--- src/shared/cmrt_map.vh ---
// Constants of the multiple register transfer handler
// Function
// RL1 - Primitive word holds come-again in bit 15, pass-address in 14, direction in 13, pattern 0x0600 below.
// RL2 - The primitive is accepted for both the general and the conditional category.
// RL3 - Come-again clear under the conditional category raises a protocol violation, no transfer.
// RL4 - The 16-bit register-select mask is read from the coprocessor before any operand moves.
// RL5 - Mask bits 0-7 select data registers, bits 8-15 address registers; only set bits take part.
// RL6 - Selected registers move in ascending order, data registers first, unselected ones skipped.
// RL7 - With direction zero each selected register is written to the operand port as one long word.
// RL8 - With direction one one long word is read from the operand port into each selected register.
// RL9 - The register order is the same for both directions.
// RL10 - An all-zero mask moves no operand and ends the primitive at once.
// RL11 - With pass-address set the instruction address is written before the mask is read.
`ifndef CMRT_MAP_VH
`define CMRT_MAP_VH
// ****************************************
// Primitive word fields
// ****************************************
`define CMRT_AGAIN_BIT   15
`define CMRT_PASS_BIT    14
`define CMRT_DIR_BIT     13
`define CMRT_PAT_MSB     12
`define CMRT_PAT         13'h0600
// ****************************************
// Coprocessor interface register selects
// ****************************************
`define CMRT_SEL_OPER    2'h0
`define CMRT_SEL_RSEL    2'h1
`define CMRT_SEL_IADDR   2'h2
// ****************************************
// Register map, byte offsets
// ****************************************
`define CMRT_OFS_CTRL    8'h00
`define CMRT_OFS_PRIM    8'h04
`define CMRT_OFS_STAT    8'h08
`define CMRT_OFS_MASK    8'h0c
`define CMRT_OFS_IADDR   8'h10
`define CMRT_OFS_REGS    8'h40
// ****************************************
// Field positions and reset values
// ****************************************
`define CMRT_CTRL_START  0
`define CMRT_CTRL_COND   1
`define CMRT_ST_BUSY     0
`define CMRT_ST_DONE     1
`define CMRT_ST_VIOL     2
`define CMRT_ST_DIR      3
`define CMRT_RST_WORD    32'h0000_0000
`define CMRT_RST_PRIM    32'h0000_0600
`define CMRT_FIFO_DEPTH  4
`endif

--- src/core/cmrt_top.v ---
// Multiple main-register transfer handler with AXI4-Lite register file
//
// Added by the designer: the register offsets and the AXI4-Lite register port.
`timescale 1ns/100ps
`include "cmrt_map.vh"
module cmrt_top (
  input  wire        aclk,
  input  wire        aresetn,
  input  wire [7:0]  s_axi_awaddr,
  input  wire        s_axi_awvalid,
  output reg         s_axi_awready,
  input  wire [31:0] s_axi_wdata,
  input  wire [3:0]  s_axi_wstrb,
  input  wire        s_axi_wvalid,
  output reg         s_axi_wready,
  output reg  [1:0]  s_axi_bresp,
  output reg         s_axi_bvalid,
  input  wire        s_axi_bready,
  input  wire [7:0]  s_axi_araddr,
  input  wire        s_axi_arvalid,
  output reg         s_axi_arready,
  output reg  [31:0] s_axi_rdata,
  output reg  [1:0]  s_axi_rresp,
  output reg         s_axi_rvalid,
  input  wire        s_axi_rready,
  output reg         cp_req,
  output reg         cp_we,
  output reg  [1:0]  cp_sel,
  output reg  [31:0] cp_wdata,
  input  wire [31:0] cp_rdata,
  input  wire        cp_ack,
  output reg         protocol_violation
);
  // ****************************************
  // States
  // ****************************************
  localparam S_IDLE = 2'h0;
  localparam S_PCW  = 2'h1;
  localparam S_MSK  = 2'h2;
  localparam S_XFER = 2'h3;

  // ****************************************
  // Helpers
  // ****************************************
  // Lowest pending register, data registers before address registers
  function [3:0] lowest;
    input [15:0] p;
    integer i;
    begin
      lowest = 4'h0;
      for (i = 15; i >= 0; i = i - 1) begin
        if (p[i]) begin
          lowest = i[3:0];
        end
      end
    end
  endfunction

  function [31:0] strobe;
    input [31:0] old;
    input [31:0] nw;
    input [3:0]  st;
    integer b;
    begin
      strobe = old;
      for (b = 0; b < 4; b = b + 1) begin
        if (st[b]) begin
          strobe[b*8 +: 8] = nw[b*8 +: 8];
        end
      end
    end
  endfunction

  // ****************************************
  // State
  // ****************************************
  reg  [31:0] regs_r [0:15];
  reg  [1:0]  state_r;
  reg  [31:0] prim_r;
  reg  [31:0] iaddr_r;
  reg         cond_r;
  reg         dir_r;
  reg         done_r;
  reg  [15:0] mask_r;
  reg  [15:0] pend_a_r;
  reg  [15:0] pend_b_r;
  reg         aw_got_r;
  reg         w_got_r;
  reg  [7:0]  aw_addr_r;
  reg  [31:0] w_data_r;
  reg  [3:0]  w_strb_r;

  reg         fin_valid;
  reg  [31:0] fin_data;
  reg         fout_ready;
  wire        fin_ready;
  wire        fout_valid;
  wire [31:0] fout_data;

  wire        busy;
  wire        wr_go;
  wire        start;
  wire        prim_bad;
  wire [3:0]  a_idx;
  wire [3:0]  b_idx;
  wire        reg_hit_w;
  wire        reg_hit_r;

  assign busy      = (state_r != S_IDLE);
  assign wr_go     = aw_got_r && w_got_r && !s_axi_bvalid;
  assign start     = wr_go && (aw_addr_r == `CMRT_OFS_CTRL) && w_strb_r[0]
                     && w_data_r[`CMRT_CTRL_START] && !busy;
  assign prim_bad  = (prim_r[`CMRT_PAT_MSB:0] != `CMRT_PAT); // RL1
  assign a_idx     = lowest(pend_a_r); // RL6
  assign b_idx     = lowest(pend_b_r); // RL9
  assign reg_hit_w = (aw_addr_r[7:6] == 2'h1);
  assign reg_hit_r = (s_axi_araddr[7:6] == 2'h1);

  // ****************************************
  // Operand FIFO
  // ****************************************
  cmrt_fifo #(
    .WIDTH (32),
    .DEPTH (`CMRT_FIFO_DEPTH),
    .AW    (2)
  ) u_fifo (
    .aclk      (aclk),
    .aresetn   (aresetn),
    .in_valid  (fin_valid),
    .in_ready  (fin_ready),
    .in_data   (fin_data),
    .out_valid (fout_valid),
    .out_ready (fout_ready),
    .out_data  (fout_data)
  );

  // Outgoing: registers fill the FIFO, the port drains it one write at a time.
  // Incoming: a read is issued only with FIFO room, so the answer always fits.
  always @* begin
    fin_valid  = 1'b0;
    fin_data   = 32'h0000_0000;
    fout_ready = 1'b0;
    if (state_r == S_XFER) begin
      if (!dir_r) begin
        fin_valid  = |pend_a_r;
        fin_data   = regs_r[a_idx]; // RL7
        fout_ready = !cp_req;
      end else begin
        fin_valid  = cp_req && cp_ack; // RL8
        fin_data   = cp_rdata;
        fout_ready = 1'b1;
      end
    end
  end

  // ****************************************
  // Write channels
  // ****************************************
  always @(posedge aclk) begin
    if (!aresetn) begin
      aw_got_r      <= 1'b0;
      w_got_r       <= 1'b0;
      aw_addr_r     <= 8'h00;
      w_data_r      <= `CMRT_RST_WORD;
      w_strb_r      <= 4'h0;
      s_axi_awready <= 1'b1;
      s_axi_wready  <= 1'b1;
      s_axi_bvalid  <= 1'b0;
      s_axi_bresp   <= 2'h0;
    end else begin
      if (s_axi_awvalid && s_axi_awready) begin
        aw_got_r      <= 1'b1;
        aw_addr_r     <= s_axi_awaddr;
        s_axi_awready <= 1'b0;
      end
      if (s_axi_wvalid && s_axi_wready) begin
        w_got_r      <= 1'b1;
        w_data_r     <= s_axi_wdata;
        w_strb_r     <= s_axi_wstrb;
        s_axi_wready <= 1'b0;
      end
      if (wr_go) begin
        aw_got_r     <= 1'b0;
        w_got_r      <= 1'b0;
        s_axi_bvalid <= 1'b1;
        if (reg_hit_w || aw_addr_r == `CMRT_OFS_CTRL || aw_addr_r == `CMRT_OFS_PRIM
            || aw_addr_r == `CMRT_OFS_STAT || aw_addr_r == `CMRT_OFS_MASK
            || aw_addr_r == `CMRT_OFS_IADDR) begin
          s_axi_bresp <= 2'h0;
        end else begin
          s_axi_bresp <= 2'h2;
        end
      end
      if (s_axi_bvalid && s_axi_bready) begin
        s_axi_bvalid  <= 1'b0;
        s_axi_awready <= 1'b1;
        s_axi_wready  <= 1'b1;
      end
    end
  end

  // ****************************************
  // Read channel
  // ****************************************
  always @(posedge aclk) begin
    if (!aresetn) begin
      s_axi_arready <= 1'b1;
      s_axi_rvalid  <= 1'b0;
      s_axi_rdata   <= `CMRT_RST_WORD;
      s_axi_rresp   <= 2'h0;
    end else if (s_axi_arvalid && s_axi_arready) begin
      s_axi_arready <= 1'b0;
      s_axi_rvalid  <= 1'b1;
      s_axi_rresp   <= 2'h0;
      s_axi_rdata   <= 32'h0000_0000;
      if (reg_hit_r) begin
        s_axi_rdata <= regs_r[s_axi_araddr[5:2]];
      end else begin
        case (s_axi_araddr)
          `CMRT_OFS_CTRL: begin
            s_axi_rdata <= {30'h0000_0000, cond_r, 1'b0};
          end
          `CMRT_OFS_PRIM: begin
            s_axi_rdata <= prim_r;
          end
          `CMRT_OFS_STAT: begin
            s_axi_rdata <= {28'h000_0000, dir_r, protocol_violation, done_r, busy};
          end
          `CMRT_OFS_MASK: begin
            s_axi_rdata <= {16'h0000, mask_r};
          end
          `CMRT_OFS_IADDR: begin
            s_axi_rdata <= iaddr_r;
          end
          default: begin
            s_axi_rresp <= 2'h2;
          end
        endcase
      end
    end else if (s_axi_rvalid && s_axi_rready) begin
      s_axi_rvalid  <= 1'b0;
      s_axi_arready <= 1'b1;
    end
  end

  // ****************************************
  // Transfer engine and registers
  // ****************************************
  integer k;
  always @(posedge aclk) begin
    if (!aresetn) begin
      state_r            <= S_IDLE;
      prim_r             <= `CMRT_RST_PRIM;
      iaddr_r            <= `CMRT_RST_WORD;
      cond_r             <= 1'b0;
      dir_r              <= 1'b0;
      done_r             <= 1'b0;
      protocol_violation <= 1'b0;
      mask_r             <= 16'h0000;
      pend_a_r           <= 16'h0000;
      pend_b_r           <= 16'h0000;
      cp_req             <= 1'b0;
      cp_we              <= 1'b0;
      cp_sel             <= `CMRT_SEL_OPER;
      cp_wdata           <= `CMRT_RST_WORD;
      for (k = 0; k < 16; k = k + 1) begin
        regs_r[k] <= `CMRT_RST_WORD;
      end
    end else begin
      // Software writes; the register file and primitive are locked while busy
      if (wr_go) begin
        if (reg_hit_w && !busy) begin
          regs_r[aw_addr_r[5:2]] <= strobe(regs_r[aw_addr_r[5:2]], w_data_r, w_strb_r);
        end
        if (aw_addr_r == `CMRT_OFS_PRIM && !busy) begin
          prim_r <= strobe(prim_r, w_data_r, w_strb_r);
        end
        if (aw_addr_r == `CMRT_OFS_IADDR && !busy) begin
          iaddr_r <= strobe(iaddr_r, w_data_r, w_strb_r);
        end
        if (aw_addr_r == `CMRT_OFS_CTRL && w_strb_r[0] && !busy) begin
          cond_r <= w_data_r[`CMRT_CTRL_COND]; // RL2
        end
        // Write one to clear; a set in the same cycle below wins
        if (aw_addr_r == `CMRT_OFS_STAT && w_strb_r[0]) begin
          if (w_data_r[`CMRT_ST_DONE]) begin
            done_r <= 1'b0;
          end
          if (w_data_r[`CMRT_ST_VIOL]) begin
            protocol_violation <= 1'b0;
          end
        end
      end
      case (state_r)
        S_IDLE: begin
          if (start) begin
            dir_r <= prim_r[`CMRT_DIR_BIT];
            if (prim_bad || (w_data_r[`CMRT_CTRL_COND] && !prim_r[`CMRT_AGAIN_BIT])) begin
              protocol_violation <= 1'b1; // RL3
            end else if (prim_r[`CMRT_PASS_BIT]) begin
              cp_req   <= 1'b1; // RL11
              cp_we    <= 1'b1;
              cp_sel   <= `CMRT_SEL_IADDR;
              cp_wdata <= iaddr_r;
              state_r  <= S_PCW;
            end else begin
              state_r <= S_MSK; // RL4
            end
          end
        end
        S_PCW: begin
          if (cp_ack) begin
            cp_req  <= 1'b0; // RL11
            state_r <= S_MSK;
          end
        end
        S_MSK: begin
          if (!cp_req) begin
            cp_req <= 1'b1; // RL4
            cp_we  <= 1'b0;
            cp_sel <= `CMRT_SEL_RSEL;
          end else if (cp_ack) begin
            mask_r   <= cp_rdata[15:0];
            pend_a_r <= cp_rdata[15:0]; // RL5
            pend_b_r <= cp_rdata[15:0];
            cp_req   <= 1'b0;
            cp_sel   <= `CMRT_SEL_OPER;
            if (cp_rdata[15:0] == 16'h0000) begin
              done_r  <= 1'b1; // RL10
              state_r <= S_IDLE;
            end else begin
              state_r <= S_XFER;
            end
          end
        end
        S_XFER: begin
          if (!dir_r) begin
            if (fin_valid && fin_ready) begin
              pend_a_r[a_idx] <= 1'b0; // RL6
            end
            if (!cp_req && fout_valid) begin
              cp_req   <= 1'b1; // RL7
              cp_we    <= 1'b1;
              cp_wdata <= fout_data;
            end
            if (cp_req && cp_ack) begin
              cp_req          <= 1'b0;
              pend_b_r[b_idx] <= 1'b0;
              if (pend_b_r == (16'h0001 << b_idx)) begin
                done_r  <= 1'b1;
                state_r <= S_IDLE;
              end
            end
          end else begin
            if (!cp_req && (|pend_a_r) && fin_ready) begin
              cp_req <= 1'b1; // RL8
              cp_we  <= 1'b0;
            end
            if (cp_req && cp_ack) begin
              cp_req          <= 1'b0;
              pend_a_r[a_idx] <= 1'b0;
            end
            if (fout_valid) begin
              regs_r[b_idx]   <= fout_data; // RL9
              pend_b_r[b_idx] <= 1'b0;
              if (pend_b_r == (16'h0001 << b_idx)) begin
                done_r  <= 1'b1;
                state_r <= S_IDLE;
              end
            end
          end
        end
        default: begin
          state_r <= S_IDLE;
        end
      endcase
    end
  end
endmodule // cmrt_top

--- src/core/cmrt_fifo.v ---
// Small synchronous FIFO for the operand path
`timescale 1ns/100ps
module cmrt_fifo #(
  parameter WIDTH = 32,
  parameter DEPTH = 4,
  parameter AW    = 2
) (
  input  wire             aclk,
  input  wire             aresetn,
  input  wire             in_valid,
  output wire             in_ready,
  input  wire [WIDTH-1:0] in_data,
  output wire             out_valid,
  input  wire             out_ready,
  output wire [WIDTH-1:0] out_data
);
  reg [WIDTH-1:0] mem_r [0:DEPTH-1];
  reg [AW-1:0]    wp_r;
  reg [AW-1:0]    rp_r;
  reg [AW:0]      cnt_r;
  wire            push;
  wire            pop;

  assign in_ready  = (cnt_r != DEPTH[AW:0]);
  assign out_valid = (cnt_r != {(AW+1){1'b0}});
  assign out_data  = mem_r[rp_r];
  assign push      = in_valid && in_ready;
  assign pop       = out_valid && out_ready;

  // Depth must be a power of two; pointers wrap naturally
  always @(posedge aclk) begin
    if (!aresetn) begin
      wp_r  <= {AW{1'b0}};
      rp_r  <= {AW{1'b0}};
      cnt_r <= {(AW+1){1'b0}};
    end else begin
      if (push) begin
        mem_r[wp_r] <= in_data;
        wp_r        <= wp_r + 1'b1;
      end
      if (pop) begin
        rp_r <= rp_r + 1'b1;
      end
      if (push && !pop) begin
        cnt_r <= cnt_r + 1'b1;
      end else if (pop && !push) begin
        cnt_r <= cnt_r - 1'b1;
      end
    end
  end
endmodule // cmrt_fifo

--- config.mk ---
export PLATFORM = sky130hd
export DESIGN_NAME = cmrt_top
export DESIGN_NICKNAME = d
export VERILOG_FILES = /design/src/core/cmrt_top.v /design/src/core/cmrt_fifo.v
export VERILOG_INCLUDE_DIRS = /design/src /design/src/shared
export SDC_FILE = /design/constraint.sdc
export NUM_CORES = 2
export LEC_CHECK = 0
export BUFFER_PORTS_ARGS = -buffer_cell sky130_fd_sc_hd__buf_2
export CORE_AREA = 4 4 360 362
export DETAILED_ROUTE_END_ITERATION = 7
export DIE_AREA = 0 0 364 366
export MAX_ROUTING_LAYER = met4
export PLACE_DENSITY = 0.57
export SYNTH_ARGS = -nofsm -noshare
export SYNTH_HDL_FRONTEND = slang
export SYNTH_SLANG_ARGS = --single-unit
--- constraint.sdc ---
create_clock -name aclk -period 2.65 [get_ports aclk]
set_input_delay 0.1325 -clock aclk [delete_from_list [all_inputs] [get_ports aclk]]
set_output_delay 0.1325 -clock aclk [all_outputs]
set_load 0.005 [all_outputs]
==> flow_summary.ini <==
[run_status]
status = finished, violations left
violations = negative setup slack

[finish]
fill_cells = 11674
area_growth_pct = 29.8
drive_above_1_share = 0.283
layout.cells.most_common = nand2_1
final_cell_mix = nand2_1, edfxtp_1, nor2_1
multi_input_area_um2 = 18400
area.sequential_um2 = 24200
design_area_um2 = 55400
utilization = 0.437
instances_no_fill = 6194
nets = 4551

[logic_synthesis]
yosys.area_share.adder = 0.00194
synth_flop_cell = edfxtp_1
syn_area_per_cell_um2 = 11.1
ys_warn_count = 0
synth_top_family_by_area = simple AND/OR/NAND/NOR gates
ys_async_sr_fraction = 0
synth_xor_area_frac = 0.00103
yosys.area_share.simple = 0.185
synthCells = 3859
ys_seq_area_frac = 0.567
synth-compound-area-share = 0.0801
synth-seq-cells = 888
synth_edf_count = 640
yosys.cell_types.count = 82
synthMuxAreaShare = 0.135
syn_area_um2 = 42700

[clock_network]
cts_made_buffers = 91
cts_tree = built
clk_pin_slew_ns = 0.07
clk_path_buf_depth = 3
htreeDepth = 3
clock-sinks = 888
clk_latency_ns = 0.67
cts_root_buffer = clkbuf_16

[die]
num_rows = 131
core_um2 = 127000
die-area_um2 = 133000
dieWidth_um = 364
initial_core_util = 0.337
dieHeight_um = 366
io_pins = 170

[place]
place_inst = 5867
dpl_cell_area_um2 = 49300
dp_hpwl_mm = 115
place_congestion = 0.948
port_buffers = 167
dp_slack_ns = -0.471

[run]
maxCapViolCount = 0

[detailed_routing]
vias = 35113
drtPass1Iterations = 8
routed_wirelength_mm = 162
antenna_left = 0
drc = 0
first_iter_violations = 4944
wl_per_cell_um = 26.2
vias_per_cell = 5.67

[global_routing]
grt_pass1_vias = 32902
grt_usage = 0.240
overflow = 0
grt_max_degree = 162
grt_antenna_before_repair = 7
grt_pass1_wl_mm = 231

[sta]
timing.final.crit_share = 1.03
finalMaxSlewViolations = 0
rsz0062_at_grt = yes
finalSetupViolCount = 24
timing.final.ws_setup_ns = -0.0803
finalHoldViolations = 0
worstMarginPinSlew_ns = 0.913
slew_headroom = 0.391
fmax_mhz = 366
min_period_ns = 2.73
skew_ns = 0.0247

[min_path]
worstHoldStart = s_axi_arvalid
hold-path-endpoint = s_axi_rvalid
min_path_cells = 3
hp-class = input port to flop

[critical_path]
arrival_ns = 3.24
cpMostUsedCell = buf_6
reg2reg_setup_slack_ns = -0.08
cp-end-kind = flop
cp.required_ns = 3.16
critPathKind = flop to flop
critical_path.top_delay_family = compound AO/OA/AOI/OAI gates
startpoint_type = flop
cp_cell_sequence = nand2b_4 > a221o_1 > a211oi_4 > buf_6 > a21o_4 > buf_8 > buf_12 > buf_6 > nand2_1 > a31oi_1 > nand4_1 > o21ai_1 > buf_4
r2r-start = pend_a_r[14]
r2r-end = u_fifo.mem_r[0][7]
r2r_cells = 13
slowest_stage = dfxtp_2
path_max_fanout = 7
max_stage_delay_ns = 0.33
critPathBufInv = 5

[power_and_ir_drop]
power_density_nw_per_um2 = 685
total_leakage_power_nw = 20.1
vdd_drop_max_mv = 0.434
## metrics by stage
stage | hold slack [ns] | power, mW | setup TNS [ns]
after floorplan | 0.233 | 19.4 | 0
after global placement | 0.345 | 22.9 | -156.98
after detailed placement | 0.356 | 22.9 | -165.25
after CTS | 0.00662 | 37.1 | -7.47
after global routing | 0.0287 | 39.1 | -4.69
final | 0.0468 | 37.9 | -1.07
## per-layer routing
| metal | vias to the layer above | wire length (µm) | GRT usage |
|---|---|---|---|
| met2 | 2184 | 72000 | 0.354 |
| met4 | 0 | 5390 | 0.0691 |
| li1 | 15244 | - | - |
| met5 | - | 0 | - |
| met3 | 283 | 17500 | 0.0436 |
| met1 | 17402 | 67600 | 0.339 |
## worst register-to-register path, stage by stage, from the launching register on
cell,delay (ns)
dfxtp_2,0.33
nand2b_4,0.13
a221o_1,0.32
a211oi_4,0.21
buf_6,0.15
a21o_4,0.22
buf_8,0.16
buf_12,0.15
buf_6,0.10
nand2_1,0.05
a31oi_1,0.17
nand4_1,0.23
o21ai_1,0.20
buf_4,0.17
## power breakdown
part           switching [mW]  total [mW]  internal, mW
sequential              0.372        15.7          15.3
clock                    5.70        13.5          7.76
combinational            5.16        8.79          3.63
## Yosys cell counts (14+ instances only)
cell type,instances,area [µm²]
o211a_1,33,330
inv_1,22,82.6
a21boi_0,94,706
o21ai_0,82,410
a31oi_1,31,194
nand4_1,52,325
edfxtp_1,640,19200
a221oi_1,19,166
nand2_2,16,100
nand2_1,792,2970
buf_2,82,410
a32oi_1,46,403
mux4_2,192,4320
and2_1,14,87.6
a21oi_1,82,410
nor3_1,19,95.1
nor2_1,575,2160
clkbuf_1,157,589
mux2i_1,139,1390
nand3_1,237,1190
nor2b_1,69,432
o21ai_1,35,175
dfxtp_1,248,4960
## flip-flops by register name (all words and copies together) (netlist names), 2 cells and up, named ones only
name and flops:
cp_wdata 32, mask_r 16, u_fifo.rp_r 2, regs_r 512, prim_r 32, state_r 2, u_fifo.mem_r 128, cp_sel 2
w_data_r 32, u_fifo.wp_r 2, aw_addr_r 8, iaddr_r 32, pend_a_r 16, w_strb_r 4, u_fifo.cnt_r 3, pend_b_r 16
s_axi_rdata 32
## worst max path at each step
stage | start | to | slack, ns | depth (start not counted)
2_1_floorplan | cp_req | u_fifo.cnt_r[2] | 0.08 | 11
4_1_cts | pend_a_r[14] | u_fifo.mem_r[2][25] | -0.13 | 12
3_5_place_dp | pend_b_r[8] | regs_r[2][28] | -0.47 | 9
3_3_place_gp | pend_b_r[8] | regs_r[6][25] | -0.46 | 9
5_1_grt | pend_a_r[14] | u_fifo.mem_r[0][7] | -0.12 | 13
6_report | pend_a_r[14] | u_fifo.mem_r[0][7] | -0.08 | 13
## logic make-up (layout without fill, tap and decap cells)
logic type / count (synthesis) / count (layout)
buffers and inverters: 288 / 956
AO/OA/AOI/OAI: 492 / 492
XOR/XNOR: 5 / 5
other: 1 / 6
multiplexers: 335 / 335
adder cells (fa/ha/maj): 6 / 6
flip-flops: 888 / 888
AND/OR/NAND/NOR: 1844 / 1844
## cell type report
| type | count | area share |
|---|---|---|
| inverter | 22 | 0.00149 |
| antenna | 4 | 0.000181 |
| clock buffer | 112 | 0.0450 |
| timing repair buffer | 766 | 0.136 |
| multi-input combinational | 2684 | 0.332 |
| tap | 1662 | 0.0376 |
| sequential | 888 | 0.437 |
| clock inverter | 56 | 0.0106 |
## timing repair
item	CTS	global route
pin swaps	50	94
setup buffers	25	44
hold endpoints to repair	152	1
resized for setup	130	176
hold buffers	80	1
gates cloned	8	10
setup endpoints to repair	871	1058
Power figures use the tool's default switching activity.
